[src/cpfs_pkg.sv]
package cpfs_pkg;

  ////////////////////////////////////////////////////////////////////////////
  // sizes
  localparam int NPINS = 4;
  localparam int NLEDS = 3;
  localparam int CNT_W = 20;

  typedef logic [3:0] cpfs_func_t;
  typedef logic [CNT_W-1:0] cpfs_cnt_t;

  ////////////////////////////////////////////////////////////////////////////
  // per-pin function codes held in the configuration memory
  localparam cpfs_func_t FN_TRISTATE = 4'h0;
  localparam cpfs_func_t FN_RS485_EN = 4'h1;
  localparam cpfs_func_t FN_DRIVE1 = 4'h2;
  localparam cpfs_func_t FN_DRIVE0 = 4'h3;
  localparam cpfs_func_t FN_POWER_EN = 4'h4;
  localparam cpfs_func_t FN_TX_LED = 4'h5;
  localparam cpfs_func_t FN_RX_LED = 4'h6;
  localparam cpfs_func_t FN_BOTH_LED = 4'h7;
  localparam cpfs_func_t FN_SLEEP = 4'h8;

  ////////////////////////////////////////////////////////////////////////////
  // register map (byte addresses) and field layout
  localparam logic [7:0] ADDR_CFG = 8'h00;
  localparam logic [7:0] ADDR_STAT = 8'h04;
  localparam int CFG_W = 17;
  localparam int CFG_CANCEL_BIT = 16;
  localparam logic [CFG_W-1:0] CFG_RESET = 17'h00000;
  localparam int ST_OUT_LSB = 0;
  localparam int ST_OE_LSB = 4;
  localparam int ST_IN_LSB = 8;
  localparam int ST_LED_LSB = 12;
  localparam int ST_USB_LSB = 16;

  // led source index
  localparam int LED_TX = 0;
  localparam int LED_RX = 1;
  localparam int LED_BOTH = 2;

  ////////////////////////////////////////////////////////////////////////////
  // timing
  localparam int CLK_NS = 40;
  localparam int LED_ON_US = 20000;
  localparam int LED_OFF_US = 20000;
  localparam int LED_ON_CYC = (LED_ON_US * 1000 + CLK_NS - 1) / CLK_NS;
  localparam int LED_OFF_CYC = (LED_OFF_US * 1000 + CLK_NS - 1) / CLK_NS;

  ////////////////////////////////////////////////////////////////////////////
  // carriers
  typedef struct packed {
    logic configured;
    logic suspend;
    logic serial_tx;
    logic tx_act;
    logic rx_act;
    logic charger_dcp;
  } cpfs_usb_s;

  typedef enum logic [2:0] {
    LED_IDLE = 3'b001,
    LED_ON = 3'b010,
    LED_GAP = 3'b100
  } cpfs_led_e;

endpackage : cpfs_pkg

[src/cpfs_top.sv]
// Decided for this implementation: the Wishbone interface to the registers and the register addresses.
`timescale 1ns/1ns
`default_nettype none

module cpfs_top #(
  parameter cpfs_pkg::cpfs_cnt_t LED_ON_CYC =
    cpfs_pkg::CNT_W'(cpfs_pkg::LED_ON_CYC),
  parameter cpfs_pkg::cpfs_cnt_t LED_OFF_CYC =
    cpfs_pkg::CNT_W'(cpfs_pkg::LED_OFF_CYC)
) (
  input wire logic clock,
  input wire logic rst_n,
  input wire logic [7:0] wb_adr_i,
  input wire logic [31:0] wb_dat_i,
  output logic [31:0] wb_dat_o,
  input wire logic wb_we_i,
  input wire logic [3:0] wb_sel_i,
  input wire logic wb_cyc_i,
  input wire logic wb_stb_i,
  output logic wb_ack_o,
  input wire cpfs_pkg::cpfs_usb_s usb_i,
  input wire logic [3:0] pin_in,
  output logic [3:0] pin_out,
  output logic [3:0] pin_oe
);

  ////////////////////////////////////////////////////////////////////////////
  // wishbone slave: ack one cycle after the request, dropped the next cycle

  logic ack_reg;
  logic [31:0] dat_reg;
  logic [cpfs_pkg::CFG_W-1:0] cfg_reg;
  logic [cpfs_pkg::CFG_W-1:0] cfg_next;
  logic [3:0] out_reg;
  logic [3:0] oe_reg;
  logic [3:0] out_next;
  logic [3:0] oe_next;
  logic [2:0] led_low;
  logic [2:0] led_idle;
  logic [3:0] pin_func [4];
  logic [31:0] status_w;
  logic [31:0] rd_data;
  logic cancel_dcp;
  logic sleep_high;
  logic pwr_low;

  wire req = wb_cyc_i & wb_stb_i;
  wire req_new = req & ~ack_reg;
  wire hit_cfg = wb_adr_i == cpfs_pkg::ADDR_CFG;
  wire hit_stat = wb_adr_i == cpfs_pkg::ADDR_STAT;
  wire cfg_wr = ack_reg & req & wb_we_i & hit_cfg;

  // unmapped addresses are acked and read as zero
  assign rd_data = hit_cfg ? {15'h0000, cfg_reg} :
                   hit_stat ? status_w : 32'h00000000;

  assign cfg_next[7:0] = wb_sel_i[0] ? wb_dat_i[7:0] : cfg_reg[7:0];
  assign cfg_next[15:8] = wb_sel_i[1] ? wb_dat_i[15:8] : cfg_reg[15:8];
  assign cfg_next[16] = wb_sel_i[2] ? wb_dat_i[16] : cfg_reg[16];

  always_ff @(posedge clock or negedge rst_n) begin
    if (!rst_n) begin
      ack_reg <= 1'b0;
      dat_reg <= 32'h00000000;
    end else begin
      ack_reg <= req_new;
      if (req_new) begin
        dat_reg <= rd_data;
      end
    end
  end

  // stands in for the nonvolatile configuration memory
  always_ff @(posedge clock or negedge rst_n) begin
    if (!rst_n) begin
      cfg_reg <= cpfs_pkg::CFG_RESET;
    end else if (cfg_wr) begin
      cfg_reg <= cfg_next;
    end
  end

  assign wb_ack_o = ack_reg;
  assign wb_dat_o = dat_reg;

  assign status_w = {10'h000,
    usb_i, 1'b0, led_low, pin_in, oe_reg, out_reg};

  ////////////////////////////////////////////////////////////////////////////
  // activity led pulse generators: low for the on time, then a gap, so
  // steady traffic shows as blinking rather than a solid light

  wire [2:0] led_act = {usb_i.tx_act | usb_i.rx_act,
                        usb_i.rx_act, usb_i.tx_act};

  for (genvar s = 0; s < cpfs_pkg::NLEDS; s++) begin : g_led
    cpfs_pkg::cpfs_led_e st_reg;
    cpfs_pkg::cpfs_led_e st_next;
    cpfs_pkg::cpfs_cnt_t cnt_reg;
    cpfs_pkg::cpfs_cnt_t cnt_next;
    wire cnt_zero = cnt_reg == '0;

    always_comb begin
      st_next = st_reg;
      cnt_next = cnt_zero ? cnt_reg : cnt_reg - 1'b1;
      unique case (st_reg)
        cpfs_pkg::LED_IDLE: begin
          if (led_act[s]) begin
            st_next = cpfs_pkg::LED_ON;
            cnt_next = LED_ON_CYC - 1'b1;
          end
        end
        cpfs_pkg::LED_ON: begin
          if (cnt_zero) begin
            st_next = cpfs_pkg::LED_GAP;
            cnt_next = LED_OFF_CYC - 1'b1;
          end
        end
        cpfs_pkg::LED_GAP: begin
          if (cnt_zero) begin
            st_next = cpfs_pkg::LED_IDLE;
          end
        end
        default: begin
          st_next = cpfs_pkg::LED_IDLE;
        end
      endcase
    end

    always_ff @(posedge clock or negedge rst_n) begin
      if (!rst_n) begin
        st_reg <= cpfs_pkg::LED_IDLE;
        cnt_reg <= '0;
      end else begin
        st_reg <= st_next;
        cnt_reg <= cnt_next;
      end
    end

    assign led_low[s] = st_reg == cpfs_pkg::LED_ON;
    assign led_idle[s] = st_reg == cpfs_pkg::LED_IDLE;
  end

  ////////////////////////////////////////////////////////////////////////////
  // shared indications

  assign cancel_dcp = cfg_reg[cpfs_pkg::CFG_CANCEL_BIT] & usb_i.charger_dcp;
  assign sleep_high = ~usb_i.suspend | cancel_dcp;
  assign pwr_low = usb_i.configured & ~usb_i.suspend;

  // levels come in as arguments: a continuous assignment only wakes on
  // its operands, so levels read straight from the module would go stale
  // returns {oe, out}; open-drain functions only ever drive a zero
  function automatic logic [1:0] pin_sel(input logic [3:0] fn,
    input logic tx_en, input logic pwr, input logic [2:0] led,
    input logic slp);
    unique case (fn)
      cpfs_pkg::FN_RS485_EN: pin_sel = {1'b1, tx_en};
      cpfs_pkg::FN_DRIVE1: pin_sel = 2'b11;
      cpfs_pkg::FN_DRIVE0: pin_sel = 2'b10;
      cpfs_pkg::FN_POWER_EN: pin_sel = {pwr, 1'b0};
      cpfs_pkg::FN_TX_LED:
        pin_sel = {led[cpfs_pkg::LED_TX], 1'b0};
      cpfs_pkg::FN_RX_LED:
        pin_sel = {led[cpfs_pkg::LED_RX], 1'b0};
      cpfs_pkg::FN_BOTH_LED:
        pin_sel = {led[cpfs_pkg::LED_BOTH], 1'b0};
      cpfs_pkg::FN_SLEEP: pin_sel = {1'b1, slp};
      // tristate, and codes of functions not built here, leave pin floating
      default: pin_sel = 2'b00;
    endcase
  endfunction : pin_sel

  ////////////////////////////////////////////////////////////////////////////
  // per-pin selection

  for (genvar i = 0; i < cpfs_pkg::NPINS; i++) begin : g_pin
    wire [1:0] sel_w;
    assign pin_func[i] = cfg_reg[i*4 +: 4];
    assign sel_w = pin_sel(pin_func[i], usb_i.serial_tx, pwr_low,
      led_low, sleep_high);
    assign oe_next[i] = sel_w[1];
    assign out_next[i] = sel_w[0];
  end

  always_ff @(posedge clock or negedge rst_n) begin
    if (!rst_n) begin
      out_reg <= 4'h0;
      oe_reg <= 4'h0;
    end else begin
      out_reg <= out_next;
      oe_reg <= oe_next;
    end
  end

  assign pin_out = out_reg;
  assign pin_oe = oe_reg;

  for (genvar i = 0; i < cpfs_pkg::NPINS; i++) begin : g_chk

  end

  for (genvar s = 0; s < cpfs_pkg::NLEDS; s++) begin : g_led_chk

  end
endmodule : cpfs_top

`default_nettype wire

[config.mk]
export PLATFORM = sky130hd
export DESIGN_NAME = cpfs_top
export DESIGN_NICKNAME = d
export VERILOG_FILES = /design/src/cpfs_pkg.sv /design/src/cpfs_top.sv
export SDC_FILE = /design/constraint.sdc
export NUM_CORES = 1
export LEC_CHECK = 0
export BUFFER_PORTS_ARGS = -buffer_cell sky130_fd_sc_hd__clkbuf_2
export CAP_MARGIN = 20
export CORE_MARGIN = 2
export CORE_UTILIZATION = 51
export CTS_CLUSTER_SIZE = 25
export DETAILED_ROUTE_END_ITERATION = 6
export PLACE_DENSITY = 0.79
export SYNTH_ARGS = -nofsm -noshare
export SYNTH_HDL_FRONTEND = slang
export SYNTH_SLANG_ARGS = --single-unit
[constraint.sdc]
create_clock -name clock -period 2.8 [get_ports clock]
set_clock_uncertainty 0.05 [all_clocks]
set_input_delay 0.42 -clock clock [delete_from_list [all_inputs] [get_ports clock]]
set_output_delay 0.42 -clock clock [all_outputs]
set_load 0.02 [all_outputs]
# Yosys cells after proc, flatten, opt, wreduce, memory -nomap -nowiden
# Cells that the tools add are included.
# word_totals
regBits	127
latch_bits	0
ram_bits	0
rom_bits	0
inputBits	59
out_inout_bits	41
n_memories	0
# op_classes
n_addsub	3
multipliers	0
div_mod_pow	0
n_lt_le_gt_ge	0
eq_ne	51
shifts	0
n_mux	30
bitwise_logic	11
n_reduce_logical	10
# op_table
op	count
$mux 20	9
$pmux 20 s2	3
$eq 4x3->1 const B	16
$pmux 2 s8	4
$logic_not 20->1	3
$sub 20x1->20 const B	3
$mux 22	2
$eq 4x2->1 const B	8
$mux 3	9
$pmux 3 s3	3
$eq 4x1->1 const B	4
$eq 4x4->1 const B	4
$ne 2x2->1 const B	5
$eq 3x1->1 const B	3
$eq 3x2->1 const B	3
$eq 3x3->1 const B	3
$reduce_and 3->1	3
$eq 8x3->1 const B	1
$logic_not 8->1	1
$ne 2x1->1 const B	4
$and 1x1->1	7
$reduce_and 2->1	3
$not 1->1	2
$or 1x1->1	2

# Logic depth before layout (Yosys ltp)
# logic_depth
ltp_word	5
mapped_depth	10
ltp_nobuf	9

# Least setup slack after synthesis
# OpenSTA, ideal clock, no wires.
# synth_path
path_kind	flip-flop to flip-flop
from	register g_led[2].cnt_reg[9]
to	register g_led[2].cnt_reg[0]
setup_time_ns	0.129
arrival_time_ns	2.540
setup_slack_ns	0.081
stages_incl_launch_ff	10
path_buffers	2
synth_period_minus_slack_ns	2.719
cell_sequence	dfrtp_1 > or4_1 > buf_2 > or4_4 > buf_6 > nor3_4 > inv_2 > ha_1 > o21ai_0 > o21ai_0
# synth_between
elab_chain_len	4
word_cells_on_any_way	5
classes_between	4 x mux; 1 x reduce/logical
# synth_lines
item	line	rtl
from (decl)	cpfs_top.sv:98	cpfs_pkg::cpfs_cnt_t cnt_reg;
from (signal assigned)	cpfs_top.sv:135	cnt_reg <= cnt_next;
$logic_not 20->1 *	cpfs_top.sv:100	wire cnt_zero = cnt_reg == '0;
$mux 20	cpfs_top.sv:104	cnt_next = cnt_zero ? cnt_reg : cnt_reg - 1'b1;
$mux 20, on equally long branches	cpfs_top.sv:113, cpfs_top.sv:107	
$pmux 20 s2 *	cpfs_top.sv:105	unique case (st_reg)
via g_led[2].cnt_next[0]	cpfs_top.sv:99	cpfs_pkg::cpfs_cnt_t cnt_next;
# The timed path passes the listed nets; every way through them passes the cells marked *.
# A chain may end at the register's enable or synchronous reset.

# Final worst setup path
# layout_path
from	register g_led[1].cnt_reg[8]
to	register g_led[1].cnt_reg[0]
# layout_between
elab_chain_len	4
word_cells_on_any_way	5
classes_between	4 x mux; 1 x reduce/logical
# layout_lines
item	line
from (decl)	cpfs_top.sv:98
from (signal assigned)	cpfs_top.sv:135
$logic_not 20->1 *	cpfs_top.sv:100
$mux 20	cpfs_top.sv:104
$mux 20, on equally long branches	cpfs_top.sv:113, cpfs_top.sv:107
$pmux 20 s2 *	cpfs_top.sv:105
via g_led[1].cnt_next[0]	cpfs_top.sv:99
# Marked as above.

==> results.json <==
{
  "outcome": "finished clean",
  "r2r-start": "g_led[1].cnt_reg[8]",
  "synth.area.top_cells": "dfrtp_1, nand2_1, o21ai_0",
  "crit_buf_inv": 1,
  "antenna-diode-count": 0,
  "async_flop_share": 1.00,
  "cp_top_family": "simple AND/OR/NAND/NOR gates",
  "maxSlewViolCount": 0,
  "drive_above_1_share": 0.222,
  "setup_tns_ps": 0,
  "ys_seq_area_frac": 0.493,
  "cp.arrival_ps": 2850,
  "drtIter0Drc": 366,
  "grt_pass1_vias": 4938,
  "dieWidth_um": 112,
  "worst-path-max-fanout": 6,
  "hp-start": "wb_dat_i[4]",
  "globalplace.congestion": 0.850,
  "ioPinCount": 100,
  "netlist_area_sq_um": 5940,
  "cts_buffers": 17,
  "fin_crit_ps": 2630,
  "critPathKind": "reg -> reg",
  "yosys_warnings": 0,
  "netlist_instances": 612,
  "synthDistinctLibCells": 66,
  "fin_hold_ws_ps": 184,
  "first_pass_iters": 5,
  "max-clock-path-buffers": 2,
  "cp-end-kind": "register",
  "grt-ovfl-total": 0,
  "clock-sinks": 117,
  "globalRouteTotalUtil": 0.238,
  "synth_common_cells": "dfrtp_1, nand2_1, o21ai_0",
  "worstPathCellList": "or4_1, or4_1, nor2_1, inv_1, ha_1, nor3_1, a21oi_1",
  "die_y_um": 112,
  "clkSlewWorstSetupHoldPaths_ps": 50,
  "antenna_found_initial": 0,
  "grt_max_degree": 64,
  "fp.dieArea_sq_um": 12500,
  "holdCritPathClass": "in -> reg",
  "clk_latency_ps": 420,
  "crit_path_frequent_cell": "or4_1",
  "yosysTopAreaCell": "dfrtp_1",
  "start_util": 0.520,
  "startpoint_type": "register",
  "finalSetupViolCount": 0,
  "synth_edf_count": 0,
  "grt_busiest_layer": "met2",
  "leakage_nw": 3.10,
  "vias": 5096,
  "synth_top_area_frac": 0.480,
  "final_hold_viol_count": 0,
  "grt_pass1_wl_mm": 24.0,
  "nNetsFinal": 764,
  "syn_to_final_growth_pct": 19.5,
  "cts_setup_buffers": 0,
  "required_ps": 3030,
  "nFillCells": 936,
  "synth_seq_cells": 117,
  "portBuffers": 73,
  "slowest_delay_ps": 600,
  "ys.flop_type": "dfrtp_1",
  "worst_pin_slew_ps": 969,
  "ant_nets": 0,
  "fmax_mhz": 381,
  "period_share": 0.938,
  "cts-root-buf": "clkbuf_16",
  "r2r-end": "g_led[1].cnt_reg[0]",
  "core_area_sq_um": 11400,
  "rsz0062_at_grt": "no",
  "worst_hold_path.num_cells": 2,
  "largest_reg_flops": 60,
  "grt_util_met2": 0.392,
  "yosysMostFrequentCell": "dfrtp_1",
  "use_met3": 0.0599,
  "powerDensity_nw_per_um2": 697,
  "cts_tree": "built",
  "ir_drop_uv": 479,
  "avgSynthCellArea_sq_um": 9.71,
  "wl_per_cell_um": 16.7,
  "wl_mm": 14.3,
  "relSlewSlack": 0.352,
  "dp_hpwl_mm": 9.85,
  "drc": 0,
  "reg2reg_slack_ps": 170,
  "grt_util_met1": 0.308,
  "reg2regPathDepth": 7,
  "cap_violations": 0,
  "num_rows": 39,
  "fin_util": 0.622,
  "vias_per_cell": 5.97,
  "min_to": "cfg_reg[4]",
  "h-tree-depth": 4,
  "slowest_stage": "or4_1"
}
-- cell families after synthesis --
| family | after synthesis | synth area share |
|---|---|---|
| AOI/OAI and AO/OA | 146 | 0.157 |
| xor gates and xnor gates | 14 | 0.0206 |
| adders and majority gates | 7 | 0.0147 |
| buffers and inverters | 48 | 0.0383 |
| DFF | 117 | 0.493 |
| muxes | 23 | 0.0472 |
| other | 1 | 0.000631 |
| and+or+nand+nor | 256 | 0.228 |
-- repair_timing --
action,CTS,global route
gates resized for setup,0,1
hold endpoints to repair,5,0
endpoints found under the setup margin,0,1
hold buffers,1,0
-- layout by cell type, fill, tap and decap left out, types with 3 or more instances in the layout --
cell,netlist,layout
nor4_1,14,14
o31a_1,3,3
mux2_2,20,20
nand3b_1,7,7
xor2_1,10,10
o211ai_1,7,7
inv_1,12,12
clkbuf_2,0,72
nor3_1,32,32
ha_1,7,7
a22oi_1,17,17
or3_1,22,22
nand2b_1,8,8
buf_4,10,18
or2_2,5,5
dfstp_2,3,3
a31oi_1,3,3
conb_1,1,10
a21oi_1,28,28
o21ai_1,4,4
clkbuf_8,0,3
or4_1,16,16
o31ai_1,6,6
nor3b_1,6,6
a21o_1,7,7
nand2_1,74,74
dfrtp_1,114,114
clkbuf_16,0,17
a31o_2,4,4
xnor2_1,4,4
o32a_1,3,3
o21ai_0,46,46
nand3_1,15,15
and3_1,3,3
clkbuf_1,19,8
bufinv_16,0,3
nor2_1,36,36
-- how the worst max path moves through the flow --
stage,start,to,slack (ps),cells after the start
global route,g_led[1].cnt_reg[8],g_led[1].cnt_reg[0],80,7
detailed placement,g_led[1].cnt_reg[1],g_led[1].cnt_reg[0],160,9
floorplan,g_led[2].cnt_reg[9],g_led[2].cnt_reg[0],80,9
global placement,g_led[1].cnt_reg[0],g_led[1].cnt_reg[0],230,9
CTS,g_led[1].cnt_reg[1],g_led[1].cnt_reg[0],120,9
finish,g_led[1].cnt_reg[8],g_led[1].cnt_reg[0],170,7
-- routing by layer --
metal | routed length, um | share of wire
met5 | 0 | 0
met2 | 7250 | 0.51
met1 | 5930 | 0.42
met3 | 802 | 0.056
met4 | 270 | 0.019
-- layout make-up --
type | count | area [sq um] | area share
Clock buffer | 28 | 497 | 0.0700
Clock inverter | 4 | 95.1 | 0.0134
Inverter | 14 | 52.6 | 0.00740
Multi-Input combinational cell | 456 | 2820 | 0.397
Sequential cell | 117 | 2930 | 0.413
Timing Repair Buffer | 92 | 526 | 0.0740
Tap cell | 143 | 179 | 0.0252
-- report_power, final --
part           total [W]  internal (W)  leakage (nW)  switching, W
registers        0.00201       0.00185          1.47      0.000161
clock network    0.00218       0.00147         0.287      0.000709
logic           0.000765      0.000301          1.34      0.000464
-- per-stage QoR --
step           total power (W)  instance area, sq um  setup WS, ps  std cells
6_report               0.00495                  7100           173        854
5_1_grt                0.00517                  7100          76.0        854
4_1_cts                0.00497                  7100           123        854
3_5_place_dp           0.00278                  6500           160        821
3_3_place_gp           0.00271                  6500           229        821
2_1_floorplan          0.00249                  5980          80.5        621
(Power assumes the default switching activity.)
